File: src/inc/frsb_defs.vh
// frsb_defs.vh: register map, field positions, command codes and timing counts
// assumes: included by every frsb design file, clock at FRSB_CLK_MHZ
`ifndef FRSB_DEFS_VH
`define FRSB_DEFS_VH

// ==========================================================
// clock and timing
`define FRSB_CLK_MHZ 200
`define FRSB_OP_TIME_NS 1000
`define FRSB_OP_CYCLES ((`FRSB_OP_TIME_NS * `FRSB_CLK_MHZ + 999) / 1000)
`define FRSB_BAUD_NS 1000
`define FRSB_BAUD_DIV ((`FRSB_BAUD_NS * `FRSB_CLK_MHZ) / 1000)

// ==========================================================
// register byte offsets
`define FRSB_REG_MODE 8'h00
`define FRSB_REG_CTRL_A 8'h04
`define FRSB_REG_CTRL_B 8'h08
`define FRSB_REG_STATUS 8'h0C
`define FRSB_REG_ID 8'h10
`define FRSB_REG_LOCKS 8'h14

// ==========================================================
// field positions
`define FRSB_MODE_ENABLE_BIT 0
`define FRSB_CTRLA_SELECT_BIT 0
`define FRSB_CTRLA_CMD_LSB 4
`define FRSB_CTRLA_BLOCK_LSB 8
`define FRSB_CTRLA_DATA_LSB 16
`define FRSB_CTRLB_LPD_BIT 0
`define FRSB_STAT_READY_BIT 0
`define FRSB_STAT_ERROR_BIT 1
`define FRSB_STAT_ABORT_BIT 2

// ==========================================================
// commands and reset values
`define FRSB_CMD_NONE 3'h0
`define FRSB_CMD_PROGRAM 3'h1
`define FRSB_CMD_ERASE 3'h2
`define FRSB_CMD_LOCK 3'h3
`define FRSB_CMD_PROTECT 3'h4
`define FRSB_ID_RESET 8'h5A
`define FRSB_ERASED 8'hFF
`define FRSB_SER_WRITE_BIT 7

`endif

File: src/frsb_serial.v
// frsb_serial.v: byte transmitter/receiver for the serial boot link
// assumes: sclk and rxd already pass two flip-flops in the parent
`include "frsb_defs.vh"

module frsb_serial #(
  parameter BAUD_DIV = `FRSB_BAUD_DIV
) (
  input wire i_clock,
  input wire i_resetn,
  input wire i_mode2,
  input wire i_sclk_s,
  input wire i_rxd_s,
  input wire i_tx_start,
  input wire [7:0] i_tx_byte,
  output reg o_rx_valid,
  output reg [7:0] o_rx_byte,
  output reg o_txd,
  output reg o_tx_busy
);

  reg sclk_d_q;
  reg [3:0] rx_cnt_q;
  reg [7:0] rx_sh_q;
  reg rx_act_q;
  reg [15:0] rx_div_q;
  reg [3:0] tx_cnt_q;
  reg [9:0] tx_sh_q;
  reg [15:0] tx_div_q;
  wire sclk_rise = i_sclk_s & ~sclk_d_q;
  wire sclk_fall = ~i_sclk_s & sclk_d_q;
  wire rx_tick = (rx_div_q == 16'h0000);
  wire tx_tick = (tx_div_q == 16'h0000);

  // ==========================================================
  // receive: clocked bits in mode 1, start/stop frames in mode 2
  always @(posedge i_clock or negedge i_resetn) begin
    if (!i_resetn) begin
      sclk_d_q <= 1'b0;
      rx_cnt_q <= 4'h0;
      rx_sh_q <= 8'h00;
      rx_act_q <= 1'b0;
      rx_div_q <= 16'h0000;
      o_rx_valid <= 1'b0;
      o_rx_byte <= 8'h00;
    end else begin
      sclk_d_q <= i_sclk_s;
      o_rx_valid <= 1'b0;
      if (!i_mode2) begin
        if (sclk_rise) begin
          rx_sh_q <= {i_rxd_s, rx_sh_q[7:1]};
          if (rx_cnt_q == 4'h7) begin
            rx_cnt_q <= 4'h0;
            o_rx_valid <= 1'b1;
            o_rx_byte <= {i_rxd_s, rx_sh_q[7:1]};
          end else begin
            rx_cnt_q <= rx_cnt_q + 4'h1;
          end
        end
      end else if (!rx_act_q) begin
        if (!i_rxd_s) begin
          rx_act_q <= 1'b1;
          rx_cnt_q <= 4'h0;
          rx_div_q <= BAUD_DIV[15:0] >> 1;
        end
      end else if (rx_tick) begin
        rx_div_q <= BAUD_DIV[15:0] - 16'h0001;
        rx_cnt_q <= rx_cnt_q + 4'h1;
        if (rx_cnt_q == 4'h0 && i_rxd_s) begin
          rx_act_q <= 1'b0;
        end else if (rx_cnt_q == 4'h9) begin
          rx_act_q <= 1'b0;
          o_rx_valid <= i_rxd_s;
          o_rx_byte <= rx_sh_q;
        end else if (rx_cnt_q != 4'h0) begin
          rx_sh_q <= {i_rxd_s, rx_sh_q[7:1]};
        end
      end else begin
        rx_div_q <= rx_div_q - 16'h0001;
      end
    end
  end

  // ==========================================================
  // transmit: shift on sclk fall in mode 1, baud ticks in mode 2
  always @(posedge i_clock or negedge i_resetn) begin
    if (!i_resetn) begin
      tx_cnt_q <= 4'h0;
      tx_sh_q <= 10'h3FF;
      tx_div_q <= 16'h0000;
      o_txd <= 1'b1;
      o_tx_busy <= 1'b0;
    end else if (i_tx_start && !o_tx_busy) begin
      o_tx_busy <= 1'b1;
      tx_cnt_q <= 4'h0;
      tx_div_q <= BAUD_DIV[15:0] - 16'h0001;
      tx_sh_q <= i_mode2 ? {1'b1, i_tx_byte, 1'b0} : {2'b11, i_tx_byte};
      o_txd <= i_mode2 ? 1'b0 : i_tx_byte[0];
    end else if (o_tx_busy) begin
      if (!i_mode2) begin
        if (sclk_fall) begin
          tx_sh_q <= {1'b1, tx_sh_q[9:1]};
          o_txd <= tx_sh_q[1];
          tx_cnt_q <= tx_cnt_q + 4'h1;
          if (tx_cnt_q == 4'h7) begin
            o_tx_busy <= 1'b0;
          end
        end
      end else if (tx_tick) begin
        tx_div_q <= BAUD_DIV[15:0] - 16'h0001;
        tx_sh_q <= {1'b1, tx_sh_q[9:1]};
        o_txd <= tx_sh_q[1];
        tx_cnt_q <= tx_cnt_q + 4'h1;
        if (tx_cnt_q == 4'h9) begin
          o_tx_busy <= 1'b0;
        end
      end else begin
        tx_div_q <= tx_div_q - 16'h0001;
      end
    end
  end

endmodule // frsb_serial

File: src/frsb_top.v
// frsb_top.v: flash rewrite sequencer with abort handling and serial boot port
// assumes: Avalon-MM master on i_clock, abort events from same-clock logic
//
// The address map and register access over Avalon-MM were decided locally.
`include "frsb_defs.vh"

module frsb_top #(
  parameter BLOCKS = 8,
  parameter OP_CYCLES = `FRSB_OP_CYCLES,
  parameter BAUD_DIV = `FRSB_BAUD_DIV,
  parameter [7:0] ID_RESET = `FRSB_ID_RESET // arbitrary value
) (
  input wire i_clock,
  input wire i_resetn,
  input wire [7:0] i_address,
  input wire i_read,
  input wire i_write,
  input wire [31:0] i_writedata,
  output reg [31:0] o_readdata,
  output reg o_waitrequest,
  input wire i_nmi,
  input wire i_wdt_irq,
  input wire i_osc_stop_irq,
  input wire i_low_volt_irq,
  input wire i_serial_mode2,
  input wire i_sclk,
  input wire i_rxd,
  output reg o_txd,
  output reg o_busy,
  output reg o_read_array,
  output reg o_trap_fetch_inhibit
);

  localparam ST_IDLE = 1'b0;
  localparam ST_RUN = 1'b1;
  localparam SS_ID = 2'h0;
  localparam SS_CMD = 2'h1;
  localparam SS_DATA = 2'h2;

  reg [1:0] mode_sync_q, sclk_sync_q, rxd_sync_q;
  reg enable_q, select_q, lpd_q, state_q, ready_q, error_q, abort_q;
  reg [2:0] cmd_q, block_q;
  reg [7:0] data_q, id_q, wr_addr_q, tx_byte_q;
  reg [BLOCKS-1:0] lock_q, prot_q, undef_q;
  reg [7:0] mem_q [0:BLOCKS-1];
  reg [15:0] cnt_q;
  reg [1:0] ser_state_q;
  reg tx_start_q;
  reg [31:0] rd_d;
  wire rx_valid, txd_w, tx_busy;
  wire [7:0] rx_byte;
  wire acc = o_waitrequest & (i_read | i_write);
  wire wr_go = i_write & ~o_waitrequest;
  wire abort_evt = i_nmi | i_wdt_irq | i_osc_stop_irq | i_low_volt_irq;
  wire guarded = lock_q[block_q] | prot_q[block_q] | undef_q[block_q];
  wire mode2 = mode_sync_q[1];
  integer i;

  function [2:0] frsb_blk;
    input [7:0] a;
    begin
      frsb_blk = a[2:0];
    end
  endfunction

  // ==========================================================
  // pin synchronisers
  always @(posedge i_clock or negedge i_resetn) begin
    if (!i_resetn) begin
      mode_sync_q <= 2'b00;
      sclk_sync_q <= 2'b00;
      rxd_sync_q <= 2'b11;
    end else begin
      mode_sync_q <= {mode_sync_q[0], i_serial_mode2};
      sclk_sync_q <= {sclk_sync_q[0], i_sclk};
      rxd_sync_q <= {rxd_sync_q[0], i_rxd};
    end
  end

  // ==========================================================
  // bus read mux
  always @* begin
    rd_d = 32'h00000000;
    case (i_address)
      `FRSB_REG_MODE: rd_d[`FRSB_MODE_ENABLE_BIT] = enable_q;
      `FRSB_REG_CTRL_A: begin
        rd_d[`FRSB_CTRLA_SELECT_BIT] = select_q;
        rd_d[`FRSB_CTRLA_CMD_LSB +: 3] = cmd_q;
        rd_d[`FRSB_CTRLA_BLOCK_LSB +: 3] = block_q;
        rd_d[`FRSB_CTRLA_DATA_LSB +: 8] = data_q;
      end
      `FRSB_REG_CTRL_B: rd_d[`FRSB_CTRLB_LPD_BIT] = lpd_q;
      `FRSB_REG_STATUS: begin
        rd_d[`FRSB_STAT_READY_BIT] = ready_q;
        rd_d[`FRSB_STAT_ERROR_BIT] = error_q;
        rd_d[`FRSB_STAT_ABORT_BIT] = abort_q;
      end
      `FRSB_REG_ID: rd_d[7:0] = id_q;
      `FRSB_REG_LOCKS: begin
        rd_d[BLOCKS-1:0] = lock_q;
        rd_d[8 +: BLOCKS] = prot_q;
        rd_d[16 +: BLOCKS] = undef_q;
      end
      default: rd_d = 32'h00000000;
    endcase
  end

  // ==========================================================
  // bus handshake: one wait cycle, then the request completes
  always @(posedge i_clock or negedge i_resetn) begin
    if (!i_resetn) begin
      o_waitrequest <= 1'b1;
      o_readdata <= 32'h00000000;
    end else begin
      o_waitrequest <= ~acc;
      if (acc && i_read) begin
        o_readdata <= rd_d;
      end
    end
  end

  // ==========================================================
  // rewrite sequencer and software registers
  always @(posedge i_clock or negedge i_resetn) begin
    if (!i_resetn) begin
      enable_q <= 1'b0;
      select_q <= 1'b0;
      lpd_q <= 1'b0;
      state_q <= ST_IDLE;
      ready_q <= 1'b1;
      error_q <= 1'b0;
      abort_q <= 1'b0;
      cmd_q <= `FRSB_CMD_NONE;
      block_q <= 3'h0;
      data_q <= 8'h00;
      id_q <= ID_RESET;
      cnt_q <= 16'h0000;
      lock_q <= {BLOCKS{1'b0}};
      prot_q <= {BLOCKS{1'b0}};
      undef_q <= {BLOCKS{1'b0}};
      o_read_array <= 1'b1;
      o_trap_fetch_inhibit <= 1'b0;
      for (i = 0; i < BLOCKS; i = i + 1) begin
        mem_q[i] <= `FRSB_ERASED;
      end
      wr_addr_q <= 8'h00;
      ser_state_q <= SS_ID;
      tx_start_q <= 1'b0;
      tx_byte_q <= 8'h00;
    end else begin
      tx_start_q <= 1'b0;
      o_read_array <= (state_q == ST_IDLE);
      o_trap_fetch_inhibit <= enable_q & ~select_q;
      if (abort_evt && enable_q) begin
        // control A and status back to reset, array readable again
        state_q <= ST_IDLE;
        select_q <= 1'b0;
        cmd_q <= `FRSB_CMD_NONE;
        block_q <= 3'h0;
        data_q <= 8'h00;
        ready_q <= 1'b1;
        error_q <= 1'b0;
        abort_q <= 1'b0;
        o_read_array <= 1'b1;
        if (state_q == ST_RUN && cmd_q == `FRSB_CMD_ERASE) begin
          undef_q[block_q] <= 1'b1;
        end
      end else if (state_q == ST_RUN) begin
        if (cnt_q == 16'h0000) begin
          state_q <= ST_IDLE;
          ready_q <= 1'b1;
          if (guarded && !lpd_q) begin
            error_q <= 1'b1;
          end else begin
            case (cmd_q)
              `FRSB_CMD_PROGRAM: mem_q[block_q] <= data_q;
              `FRSB_CMD_ERASE: begin
                mem_q[block_q] <= `FRSB_ERASED;
                undef_q[block_q] <= 1'b0;
                lock_q[block_q] <= 1'b0;
                prot_q[block_q] <= 1'b0;
              end
              `FRSB_CMD_LOCK: lock_q[block_q] <= 1'b1;
              `FRSB_CMD_PROTECT: prot_q[block_q] <= 1'b1;
              default: error_q <= 1'b1;
            endcase
          end
        end else begin
          cnt_q <= cnt_q - 16'h0001;
        end
      end else if (wr_go) begin
        case (i_address)
          `FRSB_REG_MODE: enable_q <= i_writedata[`FRSB_MODE_ENABLE_BIT];
          `FRSB_REG_CTRL_A: begin
            select_q <= i_writedata[`FRSB_CTRLA_SELECT_BIT];
            cmd_q <= i_writedata[`FRSB_CTRLA_CMD_LSB +: 3];
            block_q <= i_writedata[`FRSB_CTRLA_BLOCK_LSB +: 3];
            data_q <= i_writedata[`FRSB_CTRLA_DATA_LSB +: 8];
            if (enable_q && i_writedata[`FRSB_CTRLA_CMD_LSB +: 3] != `FRSB_CMD_NONE) begin
              state_q <= ST_RUN;
              ready_q <= 1'b0;
              error_q <= 1'b0;
              abort_q <= 1'b0;
              cnt_q <= OP_CYCLES[15:0] - 16'h0001;
            end
          end
          `FRSB_REG_CTRL_B: lpd_q <= i_writedata[`FRSB_CTRLB_LPD_BIT];
          `FRSB_REG_STATUS: begin
            error_q <= error_q & ~i_writedata[`FRSB_STAT_ERROR_BIT];
          end
          `FRSB_REG_ID: id_q <= i_writedata[7:0];
          default: ;
        endcase
      end
      if (abort_evt && enable_q && state_q == ST_RUN) begin
        abort_q <= 1'b0;
      end

      // serial boot commands: id byte, then {write, addr} and data
      if (rx_valid) begin
        case (ser_state_q)
          SS_ID: begin
            if (rx_byte == id_q) begin
              ser_state_q <= SS_CMD;
            end
          end
          SS_CMD: begin
            if (rx_byte[`FRSB_SER_WRITE_BIT]) begin
              wr_addr_q <= rx_byte;
              ser_state_q <= SS_DATA;
            end else begin
              tx_byte_q <= mem_q[frsb_blk(rx_byte)];
              tx_start_q <= 1'b1;
            end
          end
          SS_DATA: begin
            if (state_q == ST_IDLE) begin
              mem_q[frsb_blk(wr_addr_q)] <= rx_byte;
            end
            ser_state_q <= SS_CMD;
          end
          default: ser_state_q <= SS_ID;
        endcase
      end
    end
  end

  // ==========================================================
  // pin outputs
  always @(posedge i_clock or negedge i_resetn) begin
    if (!i_resetn) begin
      o_txd <= 1'b1;
      o_busy <= 1'b0;
    end else begin
      o_txd <= txd_w;
      // handshake busy in mode 1, operation monitor in mode 2
      o_busy <= mode2 ? (state_q == ST_RUN)
                      : (tx_busy | tx_start_q | (ser_state_q == SS_DATA));
    end
  end

  frsb_serial #(
    .BAUD_DIV(BAUD_DIV)
  ) u_serial (
    .i_clock(i_clock),
    .i_resetn(i_resetn),
    .i_mode2(mode2),
    .i_sclk_s(sclk_sync_q[1]),
    .i_rxd_s(rxd_sync_q[1]),
    .i_tx_start(tx_start_q),
    .i_tx_byte(tx_byte_q),
    .o_rx_valid(rx_valid),
    .o_rx_byte(rx_byte),
    .o_txd(txd_w),
    .o_tx_busy(tx_busy)
  );

endmodule // frsb_top

File: config.mk
export PLATFORM = sky130hd
export DESIGN_NAME = frsb_top
export DESIGN_NICKNAME = d
export VERILOG_FILES = /design/src/frsb_serial.v /design/src/frsb_top.v
export VERILOG_INCLUDE_DIRS = /design/src /design/src/inc
export SDC_FILE = /design/constraint.sdc
export NUM_CORES = 1
export LEC_CHECK = 0
export ABC_AREA = 1
export BUFFER_PORTS_ARGS = -buffer_cell sky130_fd_sc_hd__buf_2
export CELL_PAD_IN_SITES_DETAIL_PLACEMENT = 0
export CELL_PAD_IN_SITES_GLOBAL_PLACEMENT = 1
export CORE_MARGIN = 1.5
export CORE_UTILIZATION = 47
export CTS_BUF_LIST = sky130_fd_sc_hd__clkbuf_4
export DETAILED_ROUTE_END_ITERATION = 16
export PLACE_DENSITY_LB_ADDON = 0.1
export SLEW_MARGIN = 20
export SYNTH_ARGS = -nofsm -noshare
export SYNTH_HDL_FRONTEND = slang
export SYNTH_SLANG_ARGS = --single-unit
File: constraint.sdc
create_clock -name i_clock -period 2 [get_ports i_clock]
set_input_delay 0.3 -clock i_clock [delete_from_list [all_inputs] [get_ports i_clock]]
set_output_delay 0.3 -clock i_clock [all_outputs]
set_load 0.05 [all_outputs]
# Yosys cells after proc, flatten, opt, wreduce, memory -nomap -nowiden
# Index checks and enable logic that the tools add are counted.
dict set report word_totals {
  register_bits 253
  in_bits 51
  out_inout_bits 37
  word_cells 350
}
dict set report classes {
  n_addsub 5
  order_cmp 7
  n_eq_ne 36
  mux 155
  bitwise 35
  n_reduce_logical 64
}
# operator n
set op_table {}
lappend op_table {{2-to-1 mux 64 bit} 7}
lappend op_table {{2-to-1 mux 8 bit} 28}
lappend op_table {{2-to-1 mux 16 bit} 12}
lappend op_table {{bitwise mux 64 bit} 2}
lappend op_table {{one-hot mux 64 bit (2 select lines)} 1}
lappend op_table {{OR 64 bit} 1}
lappend op_table {{2-to-1 mux 1 bit} 59}
lappend op_table {{2-to-1 mux 10 bit} 5}
lappend op_table {{demux 8 bit (select 3 bit)} 2}
lappend op_table {{zero test 16 bit} 3}
lappend op_table {{one-hot mux 8 bit (2 select lines)} 3}
lappend op_table {{subtractor 16 x 1 -> 16 bit (second input constant)} 3}
lappend op_table {{2-to-1 mux 4 bit} 11}
lappend op_table {{nonzero test 2 bit} 14}
lappend op_table {{AND reduction 5 bit} 5}
lappend op_table {{AND 8 bit} 3}
lappend op_table {{binary-select mux 8 bit (select 3 bit)} 1}
lappend op_table {{2-to-1 mux 3 bit} 8}
lappend op_table {{OR 8 bit} 3}
lappend op_table {{nonzero test 3 bit} 8}
lappend op_table {{AND reduction 4 bit} 5}
lappend op_table {{AND reduction 3 bit} 6}
lappend op_table {{equality test 8 x 4 -> 1 bit (second input constant)} 2}
lappend op_table {{equality test 8 x 5 -> 1 bit (second input constant)} 2}
lappend op_table {{45 further kinds} 108}

# Logic depth before layout (Yosys ltp)
# Gate-level depths: netlist of run 1.
dict set report depth {
  ltp_word 15
  depth_mapped 16
}

# Modules after synthesis
# From an unflattened synthesis of run 1, not the netlist that was laid out.
dict set report unflattened {
  cells_unflattened 2120
  hier_area_um2 14956.8
}
# module instances cells_each area_per_inst_um2
set modules_own_cells {}
lappend modules_own_cells {frsb_top 1 1547 10837.9}
lappend modules_own_cells {frsb_serial 1 573 4119.0}

# Worst setup path after synthesis of run 1
# Ideal clock, no wire load.
dict set report synth_timing {
  kind {reg2reg}
  startpoint {register o_waitrequest}
  endpoint {register cnt_q[6]}
  setup_time_ns 0.129
  arrival_ns 1.679
  setup_slack_ns 0.192
  path_stages_with_launch 12
  path_buffers 1
  synth_period_minus_slack_ns 1.808
  path_cell_list {dfstp_2 -> inv_1 -> nand2_1 -> nor2_1 -> inv_1 -> nor2_1 -> nand3_1 -> nand2_1 -> buf_2 -> nand2_1 -> a21boi_0 -> o21ai_0}
}
dict set report synth_via {
  elab_chain_cells 4
}
# element line
set synth_lines {}
lappend synth_lines {{start: declaration} frsb_top.v:20} ;# output reg o_waitrequest,
lappend synth_lines {{start signal: assignment} frsb_top.v:115} ;# o_waitrequest <= ~acc;
lappend synth_lines {{inverter 1 bit} frsb_top.v:53} ;# wire wr_go = i_write & ~o_waitrequest;
lappend synth_lines {{AND 1 bit} frsb_top.v:53}
lappend synth_lines {{nonzero test 2 bit (no source line)} --}
lappend synth_lines {{AND reduction 5 bit (no source line)} --}
lappend synth_lines {{end signal: assignment} frsb_top.v:189} ;# cnt_q <= cnt_q - 16'h0001;
lappend synth_lines {{end signal: assignment} frsb_top.v:204} ;# cnt_q <= OP_CYCLES[15:0] - 16'h0001;
lappend synth_lines {{end: declaration} frsb_top.v:46} ;# reg [15:0] cnt_q;
# Every way passes these cells.
# A chain may end at the register's enable or synchronous reset.

# Worst setup path after layout of run 1
dict set report layout_timing {
  startpoint {register cnt_q[5]}
  endpoint {register mem_q[40] (netlist bit)}
}
dict set report layout_via {
  elab_chain_cells 8
}
# element line
set layout_lines {}
lappend layout_lines {{zero test 16 bit *} frsb_top.v:169} ;# if (cnt_q == 16'h0000) begin
lappend layout_lines {{2-to-1 mux 64 bit *} frsb_top.v:169}
lappend layout_lines {{2-to-1 mux 64 bit *} frsb_top.v:168} ;# end else if (state_q == ST_RUN) begin
lappend layout_lines {{2-to-1 mux 64 bit *} frsb_top.v:154} ;# if (abort_evt && enable_q) begin
lappend layout_lines {{bitwise mux 64 bit} frsb_top.v:238} ;# mem_q[frsb_blk(wr_addr_q)] <= rx_byte;
lappend layout_lines {{2-to-1 mux 64 bit} frsb_top.v:237} ;# if (state_q == ST_IDLE) begin
lappend layout_lines {{2-to-1 mux 64 bit} frsb_top.v:221} ;# case (ser_state_q)
lappend layout_lines {{2-to-1 mux 64 bit *} frsb_top.v:220} ;# if (rx_valid) begin
lappend layout_lines {{end signal: indexed assignment} frsb_top.v:176} ;# `FRSB_CMD_PROGRAM: mem_q[block_q] <= data_q;
lappend layout_lines {{end signal: indexed assignment} frsb_top.v:178} ;# mem_q[block_q] <= `FRSB_ERASED;
lappend layout_lines {{end signal: indexed assignment} frsb_top.v:238}
lappend layout_lines {{end: declaration} frsb_top.v:45} ;# reg [7:0] mem_q [0:BLOCKS-1];
# Mark *: on every way between the ends. The rest lies on a longest branch, timed or not.

==> impl_metrics.ini, run 1 <==
[floorplanning]
ioPinCount = 88
rows = 63
die_area_sq_um = 31200
die_w_um = 177
core_sq_um = 29600
start_util_pct = 47.8
die_h_um = 177

[drt]
drc = 0
routed_wl_um = 44400
num_vias = 13877
first_iter_violations = 956
wl_per_cell_um = 17.1
drtAntennaViolNets = 0
viasPerCell = 5.35
drt_first_pass_iters = 5

[logic_synthesis]
syn_area_per_cell_sq_um = 7.39
synth_area_leaders = dfrtp_1 30%, dfstp_2 15%, nand2_1 10%
synth_area_sq_um = 14200
synth.ff_latch_count = 250
async_flop_share_pct = 100
yosys.cell_count.top_type = nand2_1
yosys.area.top_type_share_pct = 29.5
synth_edf_count = 0
synthesis.instances = 1916
yosysWarningCount = 0
yosys.area.top_type = dfrtp_1
yosys_most_used_dff = dfrtp_1
synth_common_cells = 385 x nand2_1, 255 x inv_1, 204 x nor2_1
yosysUniqueCellTypes = 48
ys_seq_area_share_pct = 44.9

[status]
violations = setup timing
status = finished, violations left

[hold_path]
min_to = enable_q
min_from = i_address[2]
hold_class = in -> reg
hold_depth = 5

[clock_network]
insertion_delay_ns = 0.74
cts_tree = yes
numCtsBuffers = 73
path_clk_slew_ns = 0.06
htree_levels = 3
cts.path.max_buffers = 3
root_buffer = clkbuf_4
clock_sinks = 250

[critical_path]
worstReg2RegEnd = mem_q[40]
cp.required_ns = 2.63
r2r-start = cnt_q[5]
start_kind = register
crit_path_end_kind = register
worstPathArrival_ns = 2.73
regToRegSetupSlack_ns = -0.09
setup.worst_path.class = reg -> reg
critPathMaxFanout = 7
rr_worst_depth = 14

[sta]
relSlewSlack_pct = 65.4
fin_worst_skew_ns = 0.0605
setup_ws_ns = -0.0935
setup_viol = 46
drv_slew = 0
finalCritPeriodShare_pct = 105
worst_pin_slew_ns = 0.515
timing.fmax_mhz = 478
layout_min_cycle_time_ns = 2.09
hold_viol_final = 0
rsz0062_at_grt = true

[global_route]
grt_pass1_vias = 13463
gr-total-overflow = 0
grt_pass1_wl_um = 69600
track_usage_pct = 28.4
grt_max_degree = 58
antenna_found_initial = 1

[power]
max-vdd-ir-drop_uv = 594
finalPower_mw = 13.2
p_leak_nw = 8.82
p_per_area_nw_per_um2 = 743

[final_layout]
nFillCells = 2846
layout.cells.non_filler = 2593
drive_gt1_share_pct = 25.8
stdcell_area_sq_um = 17800
syn_to_final_growth_pct = 25.7
finalNetCount = 2207

[place]
dp_hpwl_um = 29600
portBuffers = 66
place_inst = 2417
pre_cts_ws_ns = -0.156
dpl_cell_area_sq_um = 15800
gp_congestion = 0.894

[flow_run]
drv_cap = 0
==> worst max-delay path by stage <==
stage | start | endpoint | slack, ns | depth (start not counted)
after global routing | block_q[2] | register | -0.19 | 13
after floorplan | o_waitrequest | cnt_q[6] | 0.19 | 11
final | cnt_q[5] | mem_q[40] | -0.09 | 14
after CTS | block_q[0] | register | -0.01 | 13
after detailed placement | block_q[2] | mem_q[59] | -0.16 | 9
after global placement | block_q[1] | mem_q[58] | -0.13 | 9
==> layer usage <==
metal	part of all wire, %	up-vias	global-route usage (%)
li1	-	6783	-
met1	46	6587	38.7
met2	46	394	44.9
met3	5.5	113	4.46
met4	3.4	0	12.1
met5	0	-	0
==> worst max-delay path: stages (launching register included) <==
cell       delay [ns]
dfrtp_1          0.37
inv_1            0.11
nand2_2          0.10
nor2_2           0.13
nand2_1          0.08
nor2_1           0.09
nand3_1          0.11
nor2_2           0.18
buf_12           0.17
nand3_4          0.17
clkbuf_16        0.25
nand2_2          0.07
nand3_2          0.06
o21ai_1          0.08
inv_1            0.05
==> per-stage QoR <==
step,utilization (%),hold WS [ns],setup TNS [ns]
floorplan,-,0.00441,0
global placement,53.2,0.258,-0.881
detailed placement,53.2,0.260,-1.95
CTS,57.7,0.000198,-0.0417
global route,60.0,0.0713,-10.04
finish,60.0,0.0319,-1.25
==> area by class of cell <==
cell class / count / area, sq um / area share, %
well taps: 390 / 488 / 2.74
inverters: 266 / 1010 / 5.70
clock buffers: 111 / 833 / 4.68
flip-flops and latches: 250 / 6360 / 35.8
clock inverters: 21 / 171 / 0.963
diodes: 1 / 2.50 / 0.0141
multi-input cells: 1314 / 6910 / 38.9
repair buffers: 240 / 2000 / 11.3
==> repair_timing <==
| item | 4_1_cts | 5_1_grt |
|---|---|---|
| pin swaps | 1 | 37 |
| gates resized for setup | 9 | 175 |
| buffers inserted | 4 | 7 |
| endpoints found under the setup margin | 66 | 121 |
| cloned | 0 | 5 |
| hold buffers | 28 | 0 |
| hold endpoints to repair | 205 | 0 |
==> layout by cell type (no fill, tap or decap), drive strengths merged, types with 2 or more instances in the layout <==
master / instances
nand2: 389
inv: 261
o21ai: 219
nor2: 210
buf: 210
dfrtp: 167
nand3: 128
clkbuf: 114
a21oi: 108
dfstp: 83
nand4: 42
o211ai: 32
o22ai: 29
dlygate4sd3: 27
nor3: 24
or2: 24
xor2: 22
clkinv: 20
o31ai: 14
a211oi: 11
ha: 11
a21boi: 9
a31oi: 8
conb: 8
nor4: 6
o21a: 4
a22oi: 4
clkinvlp: 3
xnor2: 3
bufinv: 3
o221ai: 2
==> kinds of logic after synthesis <==
family,Yosys count,synth area share (%)
flip-flops,250,44.9
multiplexers,1,0.0707
other,1,0.0265
AO/OA/AOI/OAI,444,17.6
AND/OR/NAND/NOR,824,24.9
buffers and inverters,360,10.0
XOR/XNOR,25,1.55
adder cells (fa/ha/maj),11,0.972
==> power breakdown <==
part / total [mW] / switching, mW / internal, mW / leakage (nW)
Combinational: 2.34 / 1.61 / 0.730 / 5.21
Sequential: 5.60 / 0.235 / 5.36 / 3.03
Clock: 5.28 / 2.35 / 2.92 / 0.586
==> flip-flops by register name, indices dropped and copies added, names as in the netlist, 2 cells and up, named ones only <==
name / flops
block_q: 3
cmd_q: 3
cnt_q: 16
data_q: 8
id_q: 8
mem_q: 64
mode_sync_q: 2
o_readdata: 24
rxd_sync_q: 2
sclk_sync_q: 2
ser_state_q: 2
tx_byte_q: 8
u_serial.o_rx_byte: 8
u_serial.rx_cnt_q: 4
u_serial.rx_div_q: 16
u_serial.rx_sh_q: 8
u_serial.tx_cnt_q: 4
u_serial.tx_div_q: 16
u_serial.tx_sh_q: 9
wr_addr_q: 3
Power figures use the tool's default switching activity.
==> run 2, diff against run 1 <==
ABC_AREA = not set   (was 1)
CORE_UTILIZATION = 50   (was 47)
==> run 2 against run 1 <==
  * The flow still finishes with violations (setup timing)
  * Via count down 22%
  * Cell area fell by 0.22%
  * Setup slack got worse by 0.82 ns
  * Power rose by 26%
  * Non-clock buffer count grew 100
  * Worst hold slack gained 0.047 ns
  * Die area decreased by 14%
  * Largest power group unchanged
==> impl_metrics.ini, run 2 <==
[power]
p_per_area_nw_per_um2 = 937
p_switching_mw = 5.34
max-vdd-ir-drop_uv = 740
swShare_pct = 32.1
combPwrFrac_pct = 29.4
p_clk_share_pct = 32.4
intPower_mw = 11.3
p_leak_nw = 7.67
p_seq_share_pct = 38.1

[clock_network]
path_clk_slew_ns = 0.07
cts.path.max_buffers = 3
numCtsBuffers = 73
cts_tree = yes
insertion_delay_ns = 0.70
root_buffer = clkbuf_4
clock_sinks = 250
htree_levels = 3

[sta]
setup_viol = 154
relSlewSlack_pct = 58.9
rsz0062_at_grt = true
finalCritPeriodShare_pct = 146
drv_slew = 0
hold_viol_final = 0
fin_worst_skew_ns = 0.0533
timing.fmax_mhz = 343
worst_pin_slew_ns = 0.617
setup_ws_ns = -0.915
layout_min_cycle_time_ns = 2.91

[drt]
wl_per_cell_um = 17.5
met3_length_um = 1540
met1Wirelength_um = 15600
first_iter_violations = 657
drtAntennaViolNets = 0
maxUsedRoutingLayer = met4
viasPerCell = 5.38
drt_first_pass_iters = 5
routed_wl_um = 35100
num_vias = 10805
drc = 0
met2WireLength_um = 17100

[logic_synthesis]
syn_area_per_cell_sq_um = 10.0
yosys_most_used_dff = dfrtp_1
async_flop_share_pct = 100
synth_area_sq_um = 12800
yosysUniqueCellTypes = 65
yosys.area.top_type_share_pct = 32.5
yosys.cell_count.top_type = nand2_1
synth.ff_latch_count = 250
synth_common_cells = 184 x nand2_1, 167 x dfrtp_1, 94 x nor2_1
yosysWarningCount = 0
synth_edf_count = 0
yosys.area.top_type = dfrtp_1
synthesis.instances = 1282
synth_area_leaders = dfrtp_1 33%, dfstp_2 17%, mux2i_1 6.6%
ys_seq_area_share_pct = 49.5

[floorplanning]
die_w_um = 163
start_util_pct = 51.0
rows = 58
die_h_um = 163
die_area_sq_um = 26700
core_sq_um = 25200
ioPinCount = 88

[critical_path]
path_cells = or4_4 > or4b_4 > nor3_4 > nand2_2 > or4b_1 > buf_6 > nor2_2 > mux2_1
cp_slowest_stage_delay_ns = 0.55
setup.worst_path.class = reg -> reg
cp.required_ns = 2.54
start_kind = register
regToRegSetupSlack_ns = -0.91
r2r-start = cnt_q[13]
crit_path_end_kind = register
worstPathArrival_ns = 3.45
rr_worst_depth = 8
slowest_stage = or4_4
critPathMaxFanout = 8

[final_layout]
largest_reg_flops = 64
top_register = mem_q
drive_gt1_share_pct = 45.3
reg_top3 = mem_q x64, o_readdata x24
syn_to_final_growth_pct = 38.2
layout.cells.non_filler = 2007
layout_common_cells = 189 x buf_4, 169 x nand2_1, 164 x dfrtp_1, 121 x clkbuf_4, 95 x o21ai_1
layout_commonest_cell = buf_4
finalNetCount = 1677

[place]
gp_congestion = 0.898
portBuffers = 66
place_inst = 1817
pre_cts_ws_ns = -0.908
dp_hpwl_um = 24100

[hold_path]
min_to = lpd_q
hold_class = in -> reg
hold_depth = 4
min_from = i_address[4]

[status]
status = finished, violations left
violations = setup timing

[flow_run]
drv_cap = 0

[global_route]
grt_max_degree = 51
grt_pass1_vias = 10931
antenna_found_initial = 1
gr-total-overflow = 0
grt_pass1_wl_um = 57500
track_usage_pct = 27.4
[run 2: cell count changes after synthesis, sizes merged, moves of 23 or more]
| cell | change |
|---|---|
| nand2 | -203 |
| nand3 | -112 |
| mux2i | +84 |
| mux2 | +49 |
| o211ai | -30 |
| nor2 | -116 |
| a21oi | -37 |
| o22ai | -29 |
| xnor2 | +23 |
| nand4 | -39 |
| inv | -235 |
| o21ai | -64 |
[run 2: area by class of cell]
| type | instances | area (sq um) |
|---|---|---|
| inverters | 27 | 101 |
| multi-input cells | 923 | 6910 |
| fillers | 1952 | 7430 |
| repair buffers | 340 | 2910 |
| well taps | 330 | 413 |
| diodes | 1 | 2.50 |
| flip-flops and latches | 250 | 6360 |
| clock buffers | 121 | 908 |
| clock inverters | 15 | 136 |
[run 2: what timing repair did]
item | in CTS | in global routing
setup endpoints to repair | 176 | 173
gates cloned | 1 | 0
hold buffers | 26 | 0
resized for setup | 120 | 89
hold endpoints to repair | 204 | 0
setup buffers | 16 | 15
pin swaps | 55 | 44
[run 2: metrics by stage]
step,area (sq um),total power [mW],setup TNS [ns],hold WS [ns],util (%)
after floorplan,13200,8.66,-76.86,0.00441,-
after global placement,15400,10.2,-84.91,0.254,61.3
after detailed placement,15400,10.3,-91.84,0.254,61.3
after CTS,17300,16.3,-85.64,0.0167,68.7
after global routing,17800,17.6,-102.78,0.0592,70.5
final,17800,16.6,-86.23,0.0785,70.5
[run 2: cells by family (layout without fill, tap and decap cells)]
logic type,Yosys count,after routing,synth area share [%]
AND/OR/NAND/NOR,433,433,16.8
AO/OA/AOI/OAI,288,288,12.7
flip-flops,250,250,49.5
multiplexers,151,151,13.9
buffers and inverters,116,503,3.72
XOR/XNOR,32,32,2.18
adder cells (fa/ha/maj),11,11,1.07
other,1,9,0.0292
[run 2: worst max path at each step]
| stage | start | to | slack, ns | cells past startpoint |
|---|---|---|---|---|
| 2_1_floorplan | cnt_q[13] | register | -0.88 | 8 |
| 3_3_place_gp | cnt_q[13] | mem_q[42] | -0.87 | 9 |
| 3_5_place_dp | cnt_q[13] | mem_q[40] | -0.91 | 9 |
| 4_1_cts | cnt_q[13] | register | -0.90 | 8 |
| 5_1_grt | cnt_q[13] | mem_q[40] | -1.01 | 9 |
| 6_report | cnt_q[13] | register | -0.91 | 8 |
[run 2: power groups by stage]
stage | logic, mW | registers, mW | clock network [mW]
floorplan | 2.51 | 6.15 | 0
global placement | 3.88 | 6.35 | 0
detailed placement | 3.95 | 6.37 | 0
CTS | 4.51 | 6.30 | 5.53
global route | 5.34 | 6.42 | 5.83
finish | 4.90 | 6.34 | 5.39
[run 2: critical path: cells and delay by family, from the launching register on]
family        cells  cell delay (ns)
simple gates      6             1.90
mux               1             0.33
flops             1             0.38
buf+inv           1             0.17
[run 2: routing by layer]
| metal | GRT usage (%) | up-vias |
|---|---|---|
| met5 | 0 | - |
| met4 | 9.22 | 0 |
| met3 | 5.18 | 67 |
| met2 | 44.9 | 261 |
| met1 | 36.5 | 5247 |
| li1 | - | 5230 |
